<file path="src/slsd_pkg.sv">
package slsd_pkg;

    // register offsets, in register-index units as the port addresses them
    localparam logic [6:0] OFS_DBL_BIAS  = 7'h19;
    localparam logic [6:0] OFS_DBL_EN    = 7'h1B;
    localparam logic [6:0] OFS_DIV_BUF   = 7'h1F;
    localparam logic [6:0] OFS_LD_SRC    = 7'h3B;
    localparam logic [6:0] OFS_LOCK_INDICATOR_DELAY    = 7'h3C;
    localparam logic [6:0] OFS_MRW_HI    = 7'h45;
    localparam logic [6:0] OFS_MRW_LO    = 7'h46;
    localparam logic [6:0] OFS_FR_CTRL   = 7'h47;
    localparam logic [6:0] OFS_FR_DIV    = 7'h48;
    localparam logic [6:0] OFS_FR_DLY_A  = 7'h49;
    localparam logic [6:0] OFS_FR_DLY_B  = 7'h4A;
    localparam logic [6:0] OFS_OUT_DIV   = 7'h4B;
    localparam logic [6:0] OFS_STATUS    = 7'h70;

    // field positions
    localparam int POS_LD_SRC     = 0;
    localparam int POS_DBL_EN     = 0;
    localparam int POS_DIV_BUF    = 14;
    localparam int POS_FR_PRE     = 5;
    localparam int POS_FR_PULSER  = 4;
    localparam int POS_FR_EN      = 3;
    localparam int POS_FR_ROLE    = 2;
    localparam int POS_FR_DIV     = 0;
    localparam int POS_TAP_LO     = 0;
    localparam int POS_TAP_HI     = 6;
    localparam int POS_PULSE_CNT  = 12;
    localparam int POS_OUT_DIV    = 6;

    // constant bits that read back in the containing registers
    localparam logic [15:0] FIX_DBL_EN  = 16'h0002;
    localparam logic [15:0] FIX_DIV_BUF = 16'h03EC;
    localparam logic [15:0] FIX_FR_CTRL = 16'h0001;
    localparam logic [15:0] FIX_OUT_DIV = 16'h0800;

    // reset values
    localparam logic        RST_LD_SRC   = 1'h1;
    localparam logic [15:0] RST_LOCK_INDICATOR_DELAY   = 16'h03E8;
    localparam logic [31:0] RST_MRW      = 32'h0000C350;
    localparam logic [2:0]  RST_FR_PRE   = 3'h4;
    localparam logic [5:0]  RST_TAP1     = 6'h3F;
    localparam logic [15:0] RST_DBL_BIAS = 16'h0624;

    // lock-indicator sequencer, gray along idle, wait, locked
    typedef enum logic [1:0] {
        SLSD_LK_IDLE   = 2'h0,
        SLSD_LK_WAIT   = 2'h1,
        SLSD_LK_LOCKED = 2'h3
    } slsd_lock_st_t;

endpackage : slsd_pkg

</file>
<file path="src/slsd_regs.sv">
// What this block does
// - lock source: calibration only, or plus tuning
// - lock rises after programmed phase-detector cycle count
// - zero delay count locks right after calibration
// - 32-bit wait holds divider after modulator reset in phase-align fractional mode
// - frame predivide 1,2,4; other codes invalid
// - pulser bit enables burst generation in master
// - role bit: master or repeater; enable bit
// - frame divide ratio is four plus twice code
// - pulser emits programmed pulse count per request
// - doubler enable bit, resets disabled
// - channel divide code table, codes 18-31 reserved
`timescale 1ns/1ps
`default_nettype none

module slsd_regs #(
    parameter int ADDR_W = 7   // register index width
) (
    // clock and reset
    input  wire logic              clk,
    input  wire logic              nrst,
    // register port
    input  wire logic [ADDR_W-1:0] reg_addr,
    input  wire logic [15:0]       reg_wdata,
    input  wire logic              reg_wr,
    input  wire logic              reg_rd,
    output logic      [15:0]       reg_rdata,
    // timing strobes
    input  wire logic              pd_tick,
    input  wire logic              ref_tick,
    // lock indication
    input  wire logic              cal_ok,
    input  wire logic              vtune_ok,
    output logic                   lock_out,
    // modulator reset hold-off
    input  wire logic              frac_mode,
    input  wire logic              phase_align_mode,
    input  wire logic              mod_reset_release,
    output logic                   vco_div_hold,
    // frame reference
    input  wire logic              frame_ref_request,
    input  wire logic              frame_ref_in,
    output logic                   frame_ref_out,
    output logic                   frame_ref_enable,
    // doubler and channel divider settings
    output logic                   doubler_enable,
    output logic      [15:0]       doubler_bias_current,
    output logic                   divider_buffer_enable,
    output logic      [9:0]        output_divide_ratio,
    output logic                   cfg_error
);

    // the decode compares against 7-bit offsets, so the index must hold them
    if (ADDR_W < 7)
    begin : g_addr_check
        $error("slsd_regs: ADDR_W below 7 cannot reach all offsets");
    end

    // all state of the block
    typedef struct packed {
        logic                lock_source;        // 0 calibration, 1 plus tuning
        logic [15:0]         lock_delay;         // phase-detector cycles
        logic [31:0]         mod_wait;           // hold-off count
        logic [2:0]          fr_predivide;       // 1, 2 or 4
        logic                fr_pulser;          // burst mode in master
        logic                fr_enable;          // frame ref on
        logic                fr_role;            // 0 master, 1 repeater
        logic [10:0]         fr_divide;          // ratio code
        logic [5:0]          tap1;               // delay taps
        logic [5:0]          tap2;
        logic [5:0]          tap3;
        logic [5:0]          tap4;
        logic [3:0]          fr_pulse_count;     // pulses per request
        logic [15:0]         dbl_bias;           // doubler bias current
        logic                dbl_en;             // doubler enable
        logic                div_buf;            // divider buffer enable
        logic [4:0]          div_code;           // channel divide code
        slsd_pkg::slsd_lock_st_t lk_st;          // lock sequencer
        logic [15:0]         lk_cnt;             // remaining delay ticks
        logic                lock;               // lock indication
        logic [31:0]         hold_cnt;           // remaining hold-off ticks
        logic                hold;               // divider held
        logic [1:0]          pre_cnt;            // predivide counter
        logic [11:0]         half_cnt;           // half-period counter
        logic [3:0]          pulses_left;        // burst pulses still due
        logic                fr_out;             // frame ref level
        logic [9:0]          div_ratio;          // decoded channel ratio
        logic                err;                // invalid configuration
        logic [15:0]         rdata;              // read answer
    } slsd_state_t;

    slsd_state_t state_ff;
    slsd_state_t nxt_state;

    // counts derived from the current settings
    logic [2:0]  pre_ratio;    // predivide as a count, 0 when invalid
    logic        pre_tick;     // one predivided reference tick
    logic [11:0] half_len;     // half period: two plus code

    always_comb
    begin
        pre_ratio = state_ff.fr_predivide;
        if (!(state_ff.fr_predivide == 3'h1 || state_ff.fr_predivide == 3'h2 ||
              state_ff.fr_predivide == 3'h4))
        begin
            pre_ratio = 3'h0;  // invalid code stalls the generator
        end
        pre_tick = ref_tick && (pre_ratio != 3'h0) &&
                   ({1'b0, state_ff.pre_cnt} == pre_ratio - 3'h1);
        half_len = 12'(state_ff.fr_divide) + 12'h002;
    end

    // next-state logic for registers, sequencers and read answer
    always_comb
    begin
        nxt_state = state_ff;

        // register writes; constant bits are not stored, they read back fixed
        if (reg_wr)
        begin
            unique case (7'(reg_addr))
                slsd_pkg::OFS_DBL_BIAS: nxt_state.dbl_bias = reg_wdata;
                slsd_pkg::OFS_DBL_EN:   nxt_state.dbl_en = reg_wdata[slsd_pkg::POS_DBL_EN];
                slsd_pkg::OFS_DIV_BUF:  nxt_state.div_buf = reg_wdata[slsd_pkg::POS_DIV_BUF];
                slsd_pkg::OFS_LD_SRC:   nxt_state.lock_source = reg_wdata[slsd_pkg::POS_LD_SRC];
                slsd_pkg::OFS_LOCK_INDICATOR_DELAY:   nxt_state.lock_delay = reg_wdata;
                slsd_pkg::OFS_MRW_HI:   nxt_state.mod_wait[31:16] = reg_wdata;
                slsd_pkg::OFS_MRW_LO:   nxt_state.mod_wait[15:0] = reg_wdata;
                slsd_pkg::OFS_FR_CTRL:
                begin
                    nxt_state.fr_predivide = reg_wdata[slsd_pkg::POS_FR_PRE +: 3];
                    nxt_state.fr_pulser    = reg_wdata[slsd_pkg::POS_FR_PULSER];
                    nxt_state.fr_enable    = reg_wdata[slsd_pkg::POS_FR_EN];
                    nxt_state.fr_role      = reg_wdata[slsd_pkg::POS_FR_ROLE];
                end
                slsd_pkg::OFS_FR_DIV:   nxt_state.fr_divide = reg_wdata[slsd_pkg::POS_FR_DIV +: 11];
                slsd_pkg::OFS_FR_DLY_A:
                begin
                    nxt_state.tap1 = reg_wdata[slsd_pkg::POS_TAP_LO +: 6];
                    nxt_state.tap2 = reg_wdata[slsd_pkg::POS_TAP_HI +: 6];
                end
                slsd_pkg::OFS_FR_DLY_B:
                begin
                    nxt_state.tap3           = reg_wdata[slsd_pkg::POS_TAP_LO +: 6];
                    nxt_state.tap4           = reg_wdata[slsd_pkg::POS_TAP_HI +: 6];
                    nxt_state.fr_pulse_count = reg_wdata[slsd_pkg::POS_PULSE_CNT +: 4];
                end
                slsd_pkg::OFS_OUT_DIV:  nxt_state.div_code = reg_wdata[slsd_pkg::POS_OUT_DIV +: 5];
                default:                nxt_state.rdata = state_ff.rdata;  // unmapped write ignored
            endcase
        end

        // read answer, valid in the cycle after the strobe only
        nxt_state.rdata = 16'h0000;
        if (reg_rd)
        begin
            unique case (7'(reg_addr))
                slsd_pkg::OFS_DBL_BIAS: nxt_state.rdata = state_ff.dbl_bias;
                slsd_pkg::OFS_DBL_EN:   nxt_state.rdata = slsd_pkg::FIX_DBL_EN |
                                                          16'(state_ff.dbl_en);
                slsd_pkg::OFS_DIV_BUF:  nxt_state.rdata = slsd_pkg::FIX_DIV_BUF |
                                        (16'(state_ff.div_buf) << slsd_pkg::POS_DIV_BUF);
                slsd_pkg::OFS_LD_SRC:   nxt_state.rdata = 16'(state_ff.lock_source);
                slsd_pkg::OFS_LOCK_INDICATOR_DELAY:   nxt_state.rdata = state_ff.lock_delay;
                slsd_pkg::OFS_MRW_HI:   nxt_state.rdata = state_ff.mod_wait[31:16];
                slsd_pkg::OFS_MRW_LO:   nxt_state.rdata = state_ff.mod_wait[15:0];
                slsd_pkg::OFS_FR_CTRL:  nxt_state.rdata = slsd_pkg::FIX_FR_CTRL |
                                        {8'h00, state_ff.fr_predivide, state_ff.fr_pulser,
                                         state_ff.fr_enable, state_ff.fr_role, 2'h0};
                slsd_pkg::OFS_FR_DIV:   nxt_state.rdata = 16'(state_ff.fr_divide);
                slsd_pkg::OFS_FR_DLY_A: nxt_state.rdata = {4'h0, state_ff.tap2, state_ff.tap1};
                slsd_pkg::OFS_FR_DLY_B: nxt_state.rdata = {state_ff.fr_pulse_count,
                                                           state_ff.tap4, state_ff.tap3};
                slsd_pkg::OFS_OUT_DIV:  nxt_state.rdata = slsd_pkg::FIX_OUT_DIV |
                                        (16'(state_ff.div_code) << slsd_pkg::POS_OUT_DIV);
                slsd_pkg::OFS_STATUS:   nxt_state.rdata = {11'h000, state_ff.err,
                                        state_ff.fr_out, state_ff.hold, state_ff.lk_st};
                default:                nxt_state.rdata = 16'h0000;
            endcase
        end

        // lock sequencer; losing calibration drops lock at once
        unique case (state_ff.lk_st)
            slsd_pkg::SLSD_LK_IDLE:
            begin
                if (cal_ok && state_ff.lock_delay == 16'h0000)
                begin
                    nxt_state.lk_st = slsd_pkg::SLSD_LK_LOCKED;
                end
                else if (cal_ok)
                begin
                    nxt_state.lk_st  = slsd_pkg::SLSD_LK_WAIT;
                    nxt_state.lk_cnt = state_ff.lock_delay;
                end
            end
            slsd_pkg::SLSD_LK_WAIT:
            begin
                if (!cal_ok)
                begin
                    nxt_state.lk_st = slsd_pkg::SLSD_LK_IDLE;
                end
                else if (pd_tick && state_ff.lk_cnt == 16'h0001)
                begin
                    nxt_state.lk_st = slsd_pkg::SLSD_LK_LOCKED;
                end
                else if (pd_tick)
                begin
                    nxt_state.lk_cnt = state_ff.lk_cnt - 16'h0001;
                end
            end
            slsd_pkg::SLSD_LK_LOCKED:
            begin
                if (!cal_ok)
                begin
                    nxt_state.lk_st = slsd_pkg::SLSD_LK_IDLE;
                end
            end
            default:
            begin
                nxt_state.lk_st = slsd_pkg::SLSD_LK_IDLE;  // code 2 is illegal
            end
        endcase
        nxt_state.lock = (nxt_state.lk_st == slsd_pkg::SLSD_LK_LOCKED) &&
                         (!state_ff.lock_source || vtune_ok);

        // divider hold-off after modulator reset, only in phase-align fractional
        if (mod_reset_release && frac_mode && phase_align_mode &&
            state_ff.mod_wait != 32'h0000_0000)
        begin
            nxt_state.hold_cnt = state_ff.mod_wait;
            nxt_state.hold     = 1'b1;
        end
        else if (state_ff.hold && pd_tick)
        begin
            nxt_state.hold_cnt = state_ff.hold_cnt - 32'h0000_0001;
            nxt_state.hold     = (state_ff.hold_cnt != 32'h0000_0001);
        end

        // frame reference generator
        if (!state_ff.fr_enable)
        begin
            nxt_state.pre_cnt     = 2'h0;
            nxt_state.half_cnt    = 12'h000;
            nxt_state.pulses_left = 4'h0;
            nxt_state.fr_out      = 1'b0;
        end
        else if (state_ff.fr_role)
        begin
            nxt_state.fr_out = frame_ref_in;  // repeater passes the input
        end
        else
        begin
            if (ref_tick && pre_ratio != 3'h0)
            begin
                nxt_state.pre_cnt = pre_tick ? 2'h0 : state_ff.pre_cnt + 2'h1;
            end
            if (state_ff.fr_pulser && frame_ref_request)
            begin
                nxt_state.pulses_left = state_ff.fr_pulse_count;
            end
            // continuous in plain master, gated by remaining pulses in pulser mode
            if (pre_tick && (!state_ff.fr_pulser || state_ff.pulses_left != 4'h0 ||
                             state_ff.fr_out))
            begin
                // a lowered divide code may leave the count past the new end
                if (state_ff.half_cnt >= half_len - 12'h001)
                begin
                    nxt_state.half_cnt = 12'h000;
                    nxt_state.fr_out   = !state_ff.fr_out;
                    if (state_ff.fr_out && state_ff.fr_pulser && !frame_ref_request &&
                        state_ff.pulses_left != 4'h0)
                    begin
                        nxt_state.pulses_left = state_ff.pulses_left - 4'h1;
                    end
                end
                else
                begin
                    nxt_state.half_cnt = state_ff.half_cnt + 12'h001;
                end
            end
        end

        // channel divide decode; reserved codes leave the ratio at zero
        unique case (state_ff.div_code)
            5'h00:   nxt_state.div_ratio = 10'h002;
            5'h01:   nxt_state.div_ratio = 10'h004;
            5'h02:   nxt_state.div_ratio = 10'h006;
            5'h03:   nxt_state.div_ratio = 10'h008;
            5'h04:   nxt_state.div_ratio = 10'h00C;
            5'h05:   nxt_state.div_ratio = 10'h010;
            5'h06:   nxt_state.div_ratio = 10'h018;
            5'h07:   nxt_state.div_ratio = 10'h020;
            5'h08:   nxt_state.div_ratio = 10'h030;
            5'h09:   nxt_state.div_ratio = 10'h040;
            5'h0A:   nxt_state.div_ratio = 10'h048;
            5'h0B:   nxt_state.div_ratio = 10'h060;
            5'h0C:   nxt_state.div_ratio = 10'h080;
            5'h0D:   nxt_state.div_ratio = 10'h0C0;
            5'h0E:   nxt_state.div_ratio = 10'h100;
            5'h0F:   nxt_state.div_ratio = 10'h180;
            5'h10:   nxt_state.div_ratio = 10'h200;
            5'h11:   nxt_state.div_ratio = 10'h300;
            default: nxt_state.div_ratio = 10'h000;
        endcase

        // invalid predivide or reserved divide code is reported
        nxt_state.err = (pre_ratio == 3'h0) || (state_ff.div_code > 5'h11);
    end

    // single state register, synchronous reset
    always_ff @(posedge clk)
    begin
        if (!nrst)
        begin
            state_ff              <= '0;
            state_ff.lock_source  <= slsd_pkg::RST_LD_SRC;
            state_ff.lock_delay   <= slsd_pkg::RST_LOCK_INDICATOR_DELAY;
            state_ff.mod_wait     <= slsd_pkg::RST_MRW;
            state_ff.fr_predivide <= slsd_pkg::RST_FR_PRE;
            state_ff.tap1         <= slsd_pkg::RST_TAP1;
            state_ff.dbl_bias     <= slsd_pkg::RST_DBL_BIAS;
            state_ff.div_ratio    <= 10'h002;
            state_ff.lk_st        <= slsd_pkg::SLSD_LK_IDLE;
        end
        else
        begin
            state_ff <= nxt_state;
        end
    end

    // outputs straight from the state register
    assign reg_rdata             = state_ff.rdata;
    assign lock_out              = state_ff.lock;
    assign vco_div_hold          = state_ff.hold;
    assign frame_ref_out         = state_ff.fr_out;
    assign frame_ref_enable      = state_ff.fr_enable;
    assign doubler_enable        = state_ff.dbl_en;
    assign doubler_bias_current  = state_ff.dbl_bias;
    assign divider_buffer_enable = state_ff.div_buf;
    assign output_divide_ratio   = state_ff.div_ratio;
    assign cfg_error             = state_ff.err;

endmodule // slsd_regs

`default_nettype wire

</file>
<file path="config.mk">
export PLATFORM = sky130hd
export DESIGN_NAME = slsd_regs
export DESIGN_NICKNAME = d
export VERILOG_FILES = /design/src/slsd_pkg.sv /design/src/slsd_regs.sv
export SDC_FILE = /design/constraint.sdc
export NUM_CORES = 1
export LEC_CHECK = 0
export BUFFER_PORTS_ARGS = -buffer_cell sky130_fd_sc_hd__buf_2
export CORE_MARGIN = 2
export CORE_UTILIZATION = 41
export CTS_CLUSTER_DIAMETER = 50
export CTS_CLUSTER_SIZE = 20
export DETAILED_ROUTE_END_ITERATION = 10
export PLACE_DENSITY = 0.66
export SLEW_MARGIN = 10
export SYNTH_ARGS = -nofsm -noshare
export SYNTH_HDL_FRONTEND = slang
export SYNTH_SLANG_ARGS = --single-unit
export TNS_END_PERCENT = 20
</file>
<file path="constraint.sdc">
create_clock -name clk -period 4.38 [get_ports clk]
set_input_delay 1.314 -clock clk [delete_from_list [all_inputs] [get_ports clk]]
set_output_delay 1.314 -clock clk [all_outputs]
set_load 0.03 [all_outputs]
</file>
==> flow_summary.ini, run 1 <==
[run_status]
outcome = finished, final reports clean

[critical_path]
crit_type = in -> reg
critPathMaxFanout = 32
cp.arrival_ns = 3.70
end_kind = flop
reg2reg_depth = 11
cp_data_required_time_ns = 4.79
startpoint_type = input pin

[drt]
dr.pass1.iters = 7
vias_per_cell = 5.90
drc = 0
vias = 10200
antenna_left = 0
drt_iter0_drc = 1239
routedWlPerCell_um = 20.2
drt-total-wl_um = 35000

[cells_and_area]
stdcell_area_mm2 = 0.0123
final_cells = 1733
syn_to_final_growth_pct = 10.8
fill_cells = 2616
drive_gt1_frac = 0.123
fin_nets = 1434

[timing]
slew_headroom = 0.257
tightest_slew_ns = 1.11
finalSetupViolCount = 0
slew_violations = 0
timing.final.crit_period_ns = 3.28
finalCritPeriodShare = 0.750
skew_ns = 0.0272
whs_ns = 0.471
final_hold_viol_count = 0
rsz0062_at_grt = false
fin_tns_setup_ns = 0
fmax_ghz = 0.304

[logic_synthesis]
yosys_warnings = 0
synth-simple-area-share = 0.257
synth_compound_area_frac = 0.194
seq_area_frac_synth = 0.385
ys.flop_type = dfxtp_1
synth_common_cells = 248 x nand2_1, 214 x dfxtp_1, 97 x nand3_1
ys_seq_elements = 214
synthMuxAreaShare = 0.0239
syn_area_mm2 = 0.0111
synth.most_common_cell = nand2_1
synth_fp_nets = 1445
synthAdderAreaFrac = 0.0293
synth_top_family_by_area = simple AND/OR/NAND/NOR gates
synth-async-reset-ratio = 0
synth_edf_count = 0
synth_top_area_cell = dfxtp_1
syn_area_per_cell_um2 = 8.04
synth-xor-area-share = 0.0410
synthDominantCellAreaShare = 0.385
syn_inst = 1383
synth.area.top_cells = dfxtp_1 39%, nand2_1 8.4%, a21boi_0 4.9%, nand3_1 4.4%, a21oi_1 3.1%
ys_types = 68

[clock_network]
cts_tree = yes
cts-hold-fix-buffers = 0
cts-root-buf = clkbuf_16
cts_setup_buffers = 0
path_clk_slew_ns = 0.07
clock_sinks = 214
cts_resized = 0
cts_max_path_buffers = 3
worstSkewPairLatency_ns = 0.54
cts_made_buffers = 27
htreeDepth = 1

[global_route]
grt_util_all_layers = 0.240
gr-total-overflow = 0
grt_pass1_wl_um = 54500
antenna_found_initial = 1
grt_pass1_vias = 9520
grt_max_degree = 112

[power_and_ir_drop]
power_density_mw_per_mm2 = 374
p_leak_nw = 4.59
ir_drop_uv = 241

[floorplanning]
die_x_um = 169
die_h_um = 169
initial_core_util = 0.415
row_count = 60
ios = 85
die_area_mm2 = 0.0285
coreArea_mm2 = 0.0268

[flow_run]
cap_violations = 0

[worst_hold_path]
holdPathStages = 2
worstHoldPathType = reg -> reg

[place]
hpwl_um = 24100
dp_cells = 1684
gp_congestion = 0.921
place_area_mm2 = 0.0114
port_buffers = 83
-- through the flow --
step / setup WS [ns] / utilization / power [mW]
3_5_place_dp: 0.675 / 0.426 / 2.40
3_3_place_gp: 0.728 / 0.426 / 2.40
2_1_floorplan: 1.25 / - / 2.30
4_1_cts: 1.19 / 0.460 / 4.63
6_report: 1.10 / 0.460 / 4.60
5_1_grt: 0.939 / 0.460 / 4.75
-- final timing paths --
path	start	endpoint	slack, ns
setup / recovery	reg_addr[1]	state_ff[124]$_SDFFE_PN0P_	1.10
hold / removal	state_ff[128]$_SDFFE_PN0P_	state_ff[128]$_SDFFE_PN0P_	0.47
setup reg to reg	state_ff[151]$_SDFFE_PN0P_	state_ff[29]$_SDFFE_PN0N_	1.22
hold reg to reg	state_ff[128]$_SDFFE_PN0P_	state_ff[128]$_SDFFE_PN0P_	0.47
-- kinds of logic (layout without fill, tap and decap cells) --
kind of cell               count (synthesis)  after routing
xor gates and xnor gates                  52             52
AOI/OAI and AO/OA                        318            318
DFF                                      214            214
and+or+nand+nor                          588            588
buffers and inverters                    158            166
adders and majority gates                 26             26
other                                      1              2
muxes                                     26             26
-- per-layer routing --
| metal | vias up | global-route usage | share of wire |
|---|---|---|---|
| li1 | 4850 | - | - |
| met1 | 4857 | 0.333 | 0.43 |
| met2 | 429 | 0.373 | 0.45 |
| met3 | 83 | 0.0421 | 0.085 |
| met4 | 0 | 0.0911 | 0.037 |
| met5 | - | 0 | 0 |
-- sequential cells by signal (all words and copies together) (netlist names), 9 cells and up --
name,cells
output_divide_ratio,9
state_ff,166
reg_rdata,16
doubler_bias_current,16
-- critical path, cell delays in order --
cell and delay (ns):
buf_2 0.49, nor2b_1 0.57, and2_1 0.53, nand2_1 0.50, nand2_1 0.20, a21boi_0 0.09
-- area by class of cell --
cell class                      instances  area, um2  share of cell area
Clock inverter                         19        210              0.0171
Inverter                               19       71.3             0.00579
Multi-Input combinational cell       1011       6090               0.495
Antenna cell                            1       2.50            0.000203
Clock buffer                           29        693              0.0563
Sequential cell                       214       4280               0.348
Tap cell                              341        427              0.0346
Timing Repair Buffer                   99        538              0.0437
-- cell usage in the layout, fill, tap and decap left out, drive strengths merged, types with 25 or more instances in the layout --
| cell | instances |
|---|---|
| nand2 | 248 |
| dfxtp | 214 |
| buf | 99 |
| nand3 | 97 |
| a21boi | 76 |
| nor2 | 71 |
| a21oi | 69 |
| o21ai | 47 |
| nor3 | 32 |
| xnor2 | 30 |
| clkbuf | 29 |
| inv | 27 |
| ha | 26 |
| a31oi | 25 |
-- report_power, final --
group / switching [mW] / leakage [nW] / internal (mW) / total [mW]
registers: 0.0330 / 1.73 / 1.98 / 2.01
logic: 0.232 / 2.42 / 0.124 / 0.356
clock network: 0.942 / 0.441 / 1.30 / 2.24
Note: power is estimated with default switching activity, not from simulation.
==> run 2: changes to the inputs <==
- PLACE_DENSITY: 0.66 -> 0.68
- clock period: 4.38 -> 3 ns (I/O delays scaled with it)
==> flow_summary.ini, run 2 (synthesis gave the netlist of run 1 again) <==
[run_status]
outcome = finished, final reports clean

[cells_and_area]
stdcell_area_mm2 = 0.0126
syn_to_final_growth_pct = 13.3
fin_nets = 1466
largest_register = state_ff
largest_register_ff_count = 166
final_common_cell = nand2_1
final_cells = 1764
multi_input_area_mm2 = 0.00610
drive_gt1_frac = 0.143
post-route-util = 0.470
final-seq-area_mm2 = 0.00429
fill_cells = 2583
mostFrequentLayoutCells = 248 x nand2_1, 213 x dfxtp_1, 97 x nand3_1

[clock_network]
cts-root-buf = clkbuf_16
cts_setup_buffers = 0
cts_tree = yes
cts-hold-fix-buffers = 0
cts_max_path_buffers = 3
cts_made_buffers = 27
worstSkewPairLatency_ns = 0.54
cts_resized = 0
clock_sinks = 214
path_clk_slew_ns = 0.07
htreeDepth = 1

[drt]
vias = 10400
drt-total-wl_um = 34500
antenna_left = 0
routedWlPerCell_um = 19.5
drc = 0
drt_iter0_drc = 1283
dr.pass1.iters = 6
vias_per_cell = 5.87

[timing]
tightest_slew_ns = 1.14
rsz0062_at_grt = false
finalCritPeriodShare = 0.925
skew_ns = 0.0148
fin_tns_setup_ns = 0
final_hold_viol_count = 0
timing.final.crit_period_ns = 2.78
finalSetupViolCount = 0
slew_violations = 0
fmax_ghz = 0.360
slew_headroom = 0.239

[place]
dp_cells = 1716
place_area_mm2 = 0.0117
gp_congestion = 0.939
hpwl_um = 24500
port_buffers = 83

[power_and_ir_drop]
ir_drop_uv = 316
power_density_mw_per_mm2 = 536
finalPower_mw = 6.76
p_leak_nw = 4.76

[critical_path]
startpoint_type = flop
cp_data_required_time_ns = 3.43
critPathMaxFanout = 5
crit_type = reg -> reg
end_kind = flop
cp.arrival_ns = 3.20

[floorplanning]
die_area_mm2 = 0.0285
die_x_um = 169
initial_core_util = 0.415
coreArea_mm2 = 0.0268
ios = 85
die_h_um = 169
row_count = 60

[global_route]
grt_pass1_wl_um = 53900
grt_pass1_vias = 9503
grt_max_degree = 101
grt_util_all_layers = 0.238
antenna_found_initial = 1
gr-total-overflow = 0

[worst_hold_path]
worstHoldPathType = reg -> reg

[flow_run]
cap_violations = 0
run 2: stage by stage:
| step | setup slack, ns | hold WS [ns] |
|---|---|---|
| 2_1_floorplan | 0.227 | 0.440 |
| 3_3_place_gp | 0.207 | 0.447 |
| 3_5_place_dp | 0.182 | 0.457 |
| 4_1_cts | 0.174 | 0.467 |
| 5_1_grt | 0.0276 | 0.483 |
| 6_report | 0.224 | 0.467 |
run 2: critical path, stage by stage, from the launching register on:
cell and delay, ns:
dfxtp_1 0.38, and3_1 0.21, and4_1 0.25, nand2_1 0.08, xor2_1 0.15, ha_1 0.30
nand2_1 0.06, or3_1 0.30, o221ai_1 0.23, a21oi_2 0.13, nor3_1 0.22, mux2_2 0.36
run 2: layout make-up:
class / instances / share of cell area
clock inverters: 17 / 0.0166
diodes: 1 / 0.000199
flip-flops and latches: 214 / 0.340
well taps: 341 / 0.0339
clock buffers: 30 / 0.0561
repair buffers: 131 / 0.0637
multi-input cells: 1011 / 0.484
inverters: 19 / 0.00566
run 2: power breakdown:
group          total [mW]  internal [mW]  switching [mW]
Clock                3.28           1.80            1.48
Sequential           2.93           2.88          0.0466
Combinational       0.547          0.200           0.347
Total                6.76           4.89            1.87
run 2: final timing paths:
check	cells past startpoint	startpoint	slack (ns)	end
hold reg to reg	2	state_ff[126]$_SDFFE_PN0P_	0.47	state_ff[126]$_SDFFE_PN0P_
setup / recovery	11	state_ff[153]$_SDFFE_PN0P_	0.22	state_ff[29]$_SDFFE_PN0N_
setup reg to reg	11	state_ff[153]$_SDFFE_PN0P_	0.22	state_ff[29]$_SDFFE_PN0N_
hold / removal	2	state_ff[126]$_SDFFE_PN0P_	0.47	state_ff[126]$_SDFFE_PN0P_
run 2: per-layer routing:
layer,share of wire,track usage
met5,0,0
met1,0.44,0.339
met4,0.040,0.0956
met3,0.090,0.0316
met2,0.43,0.363
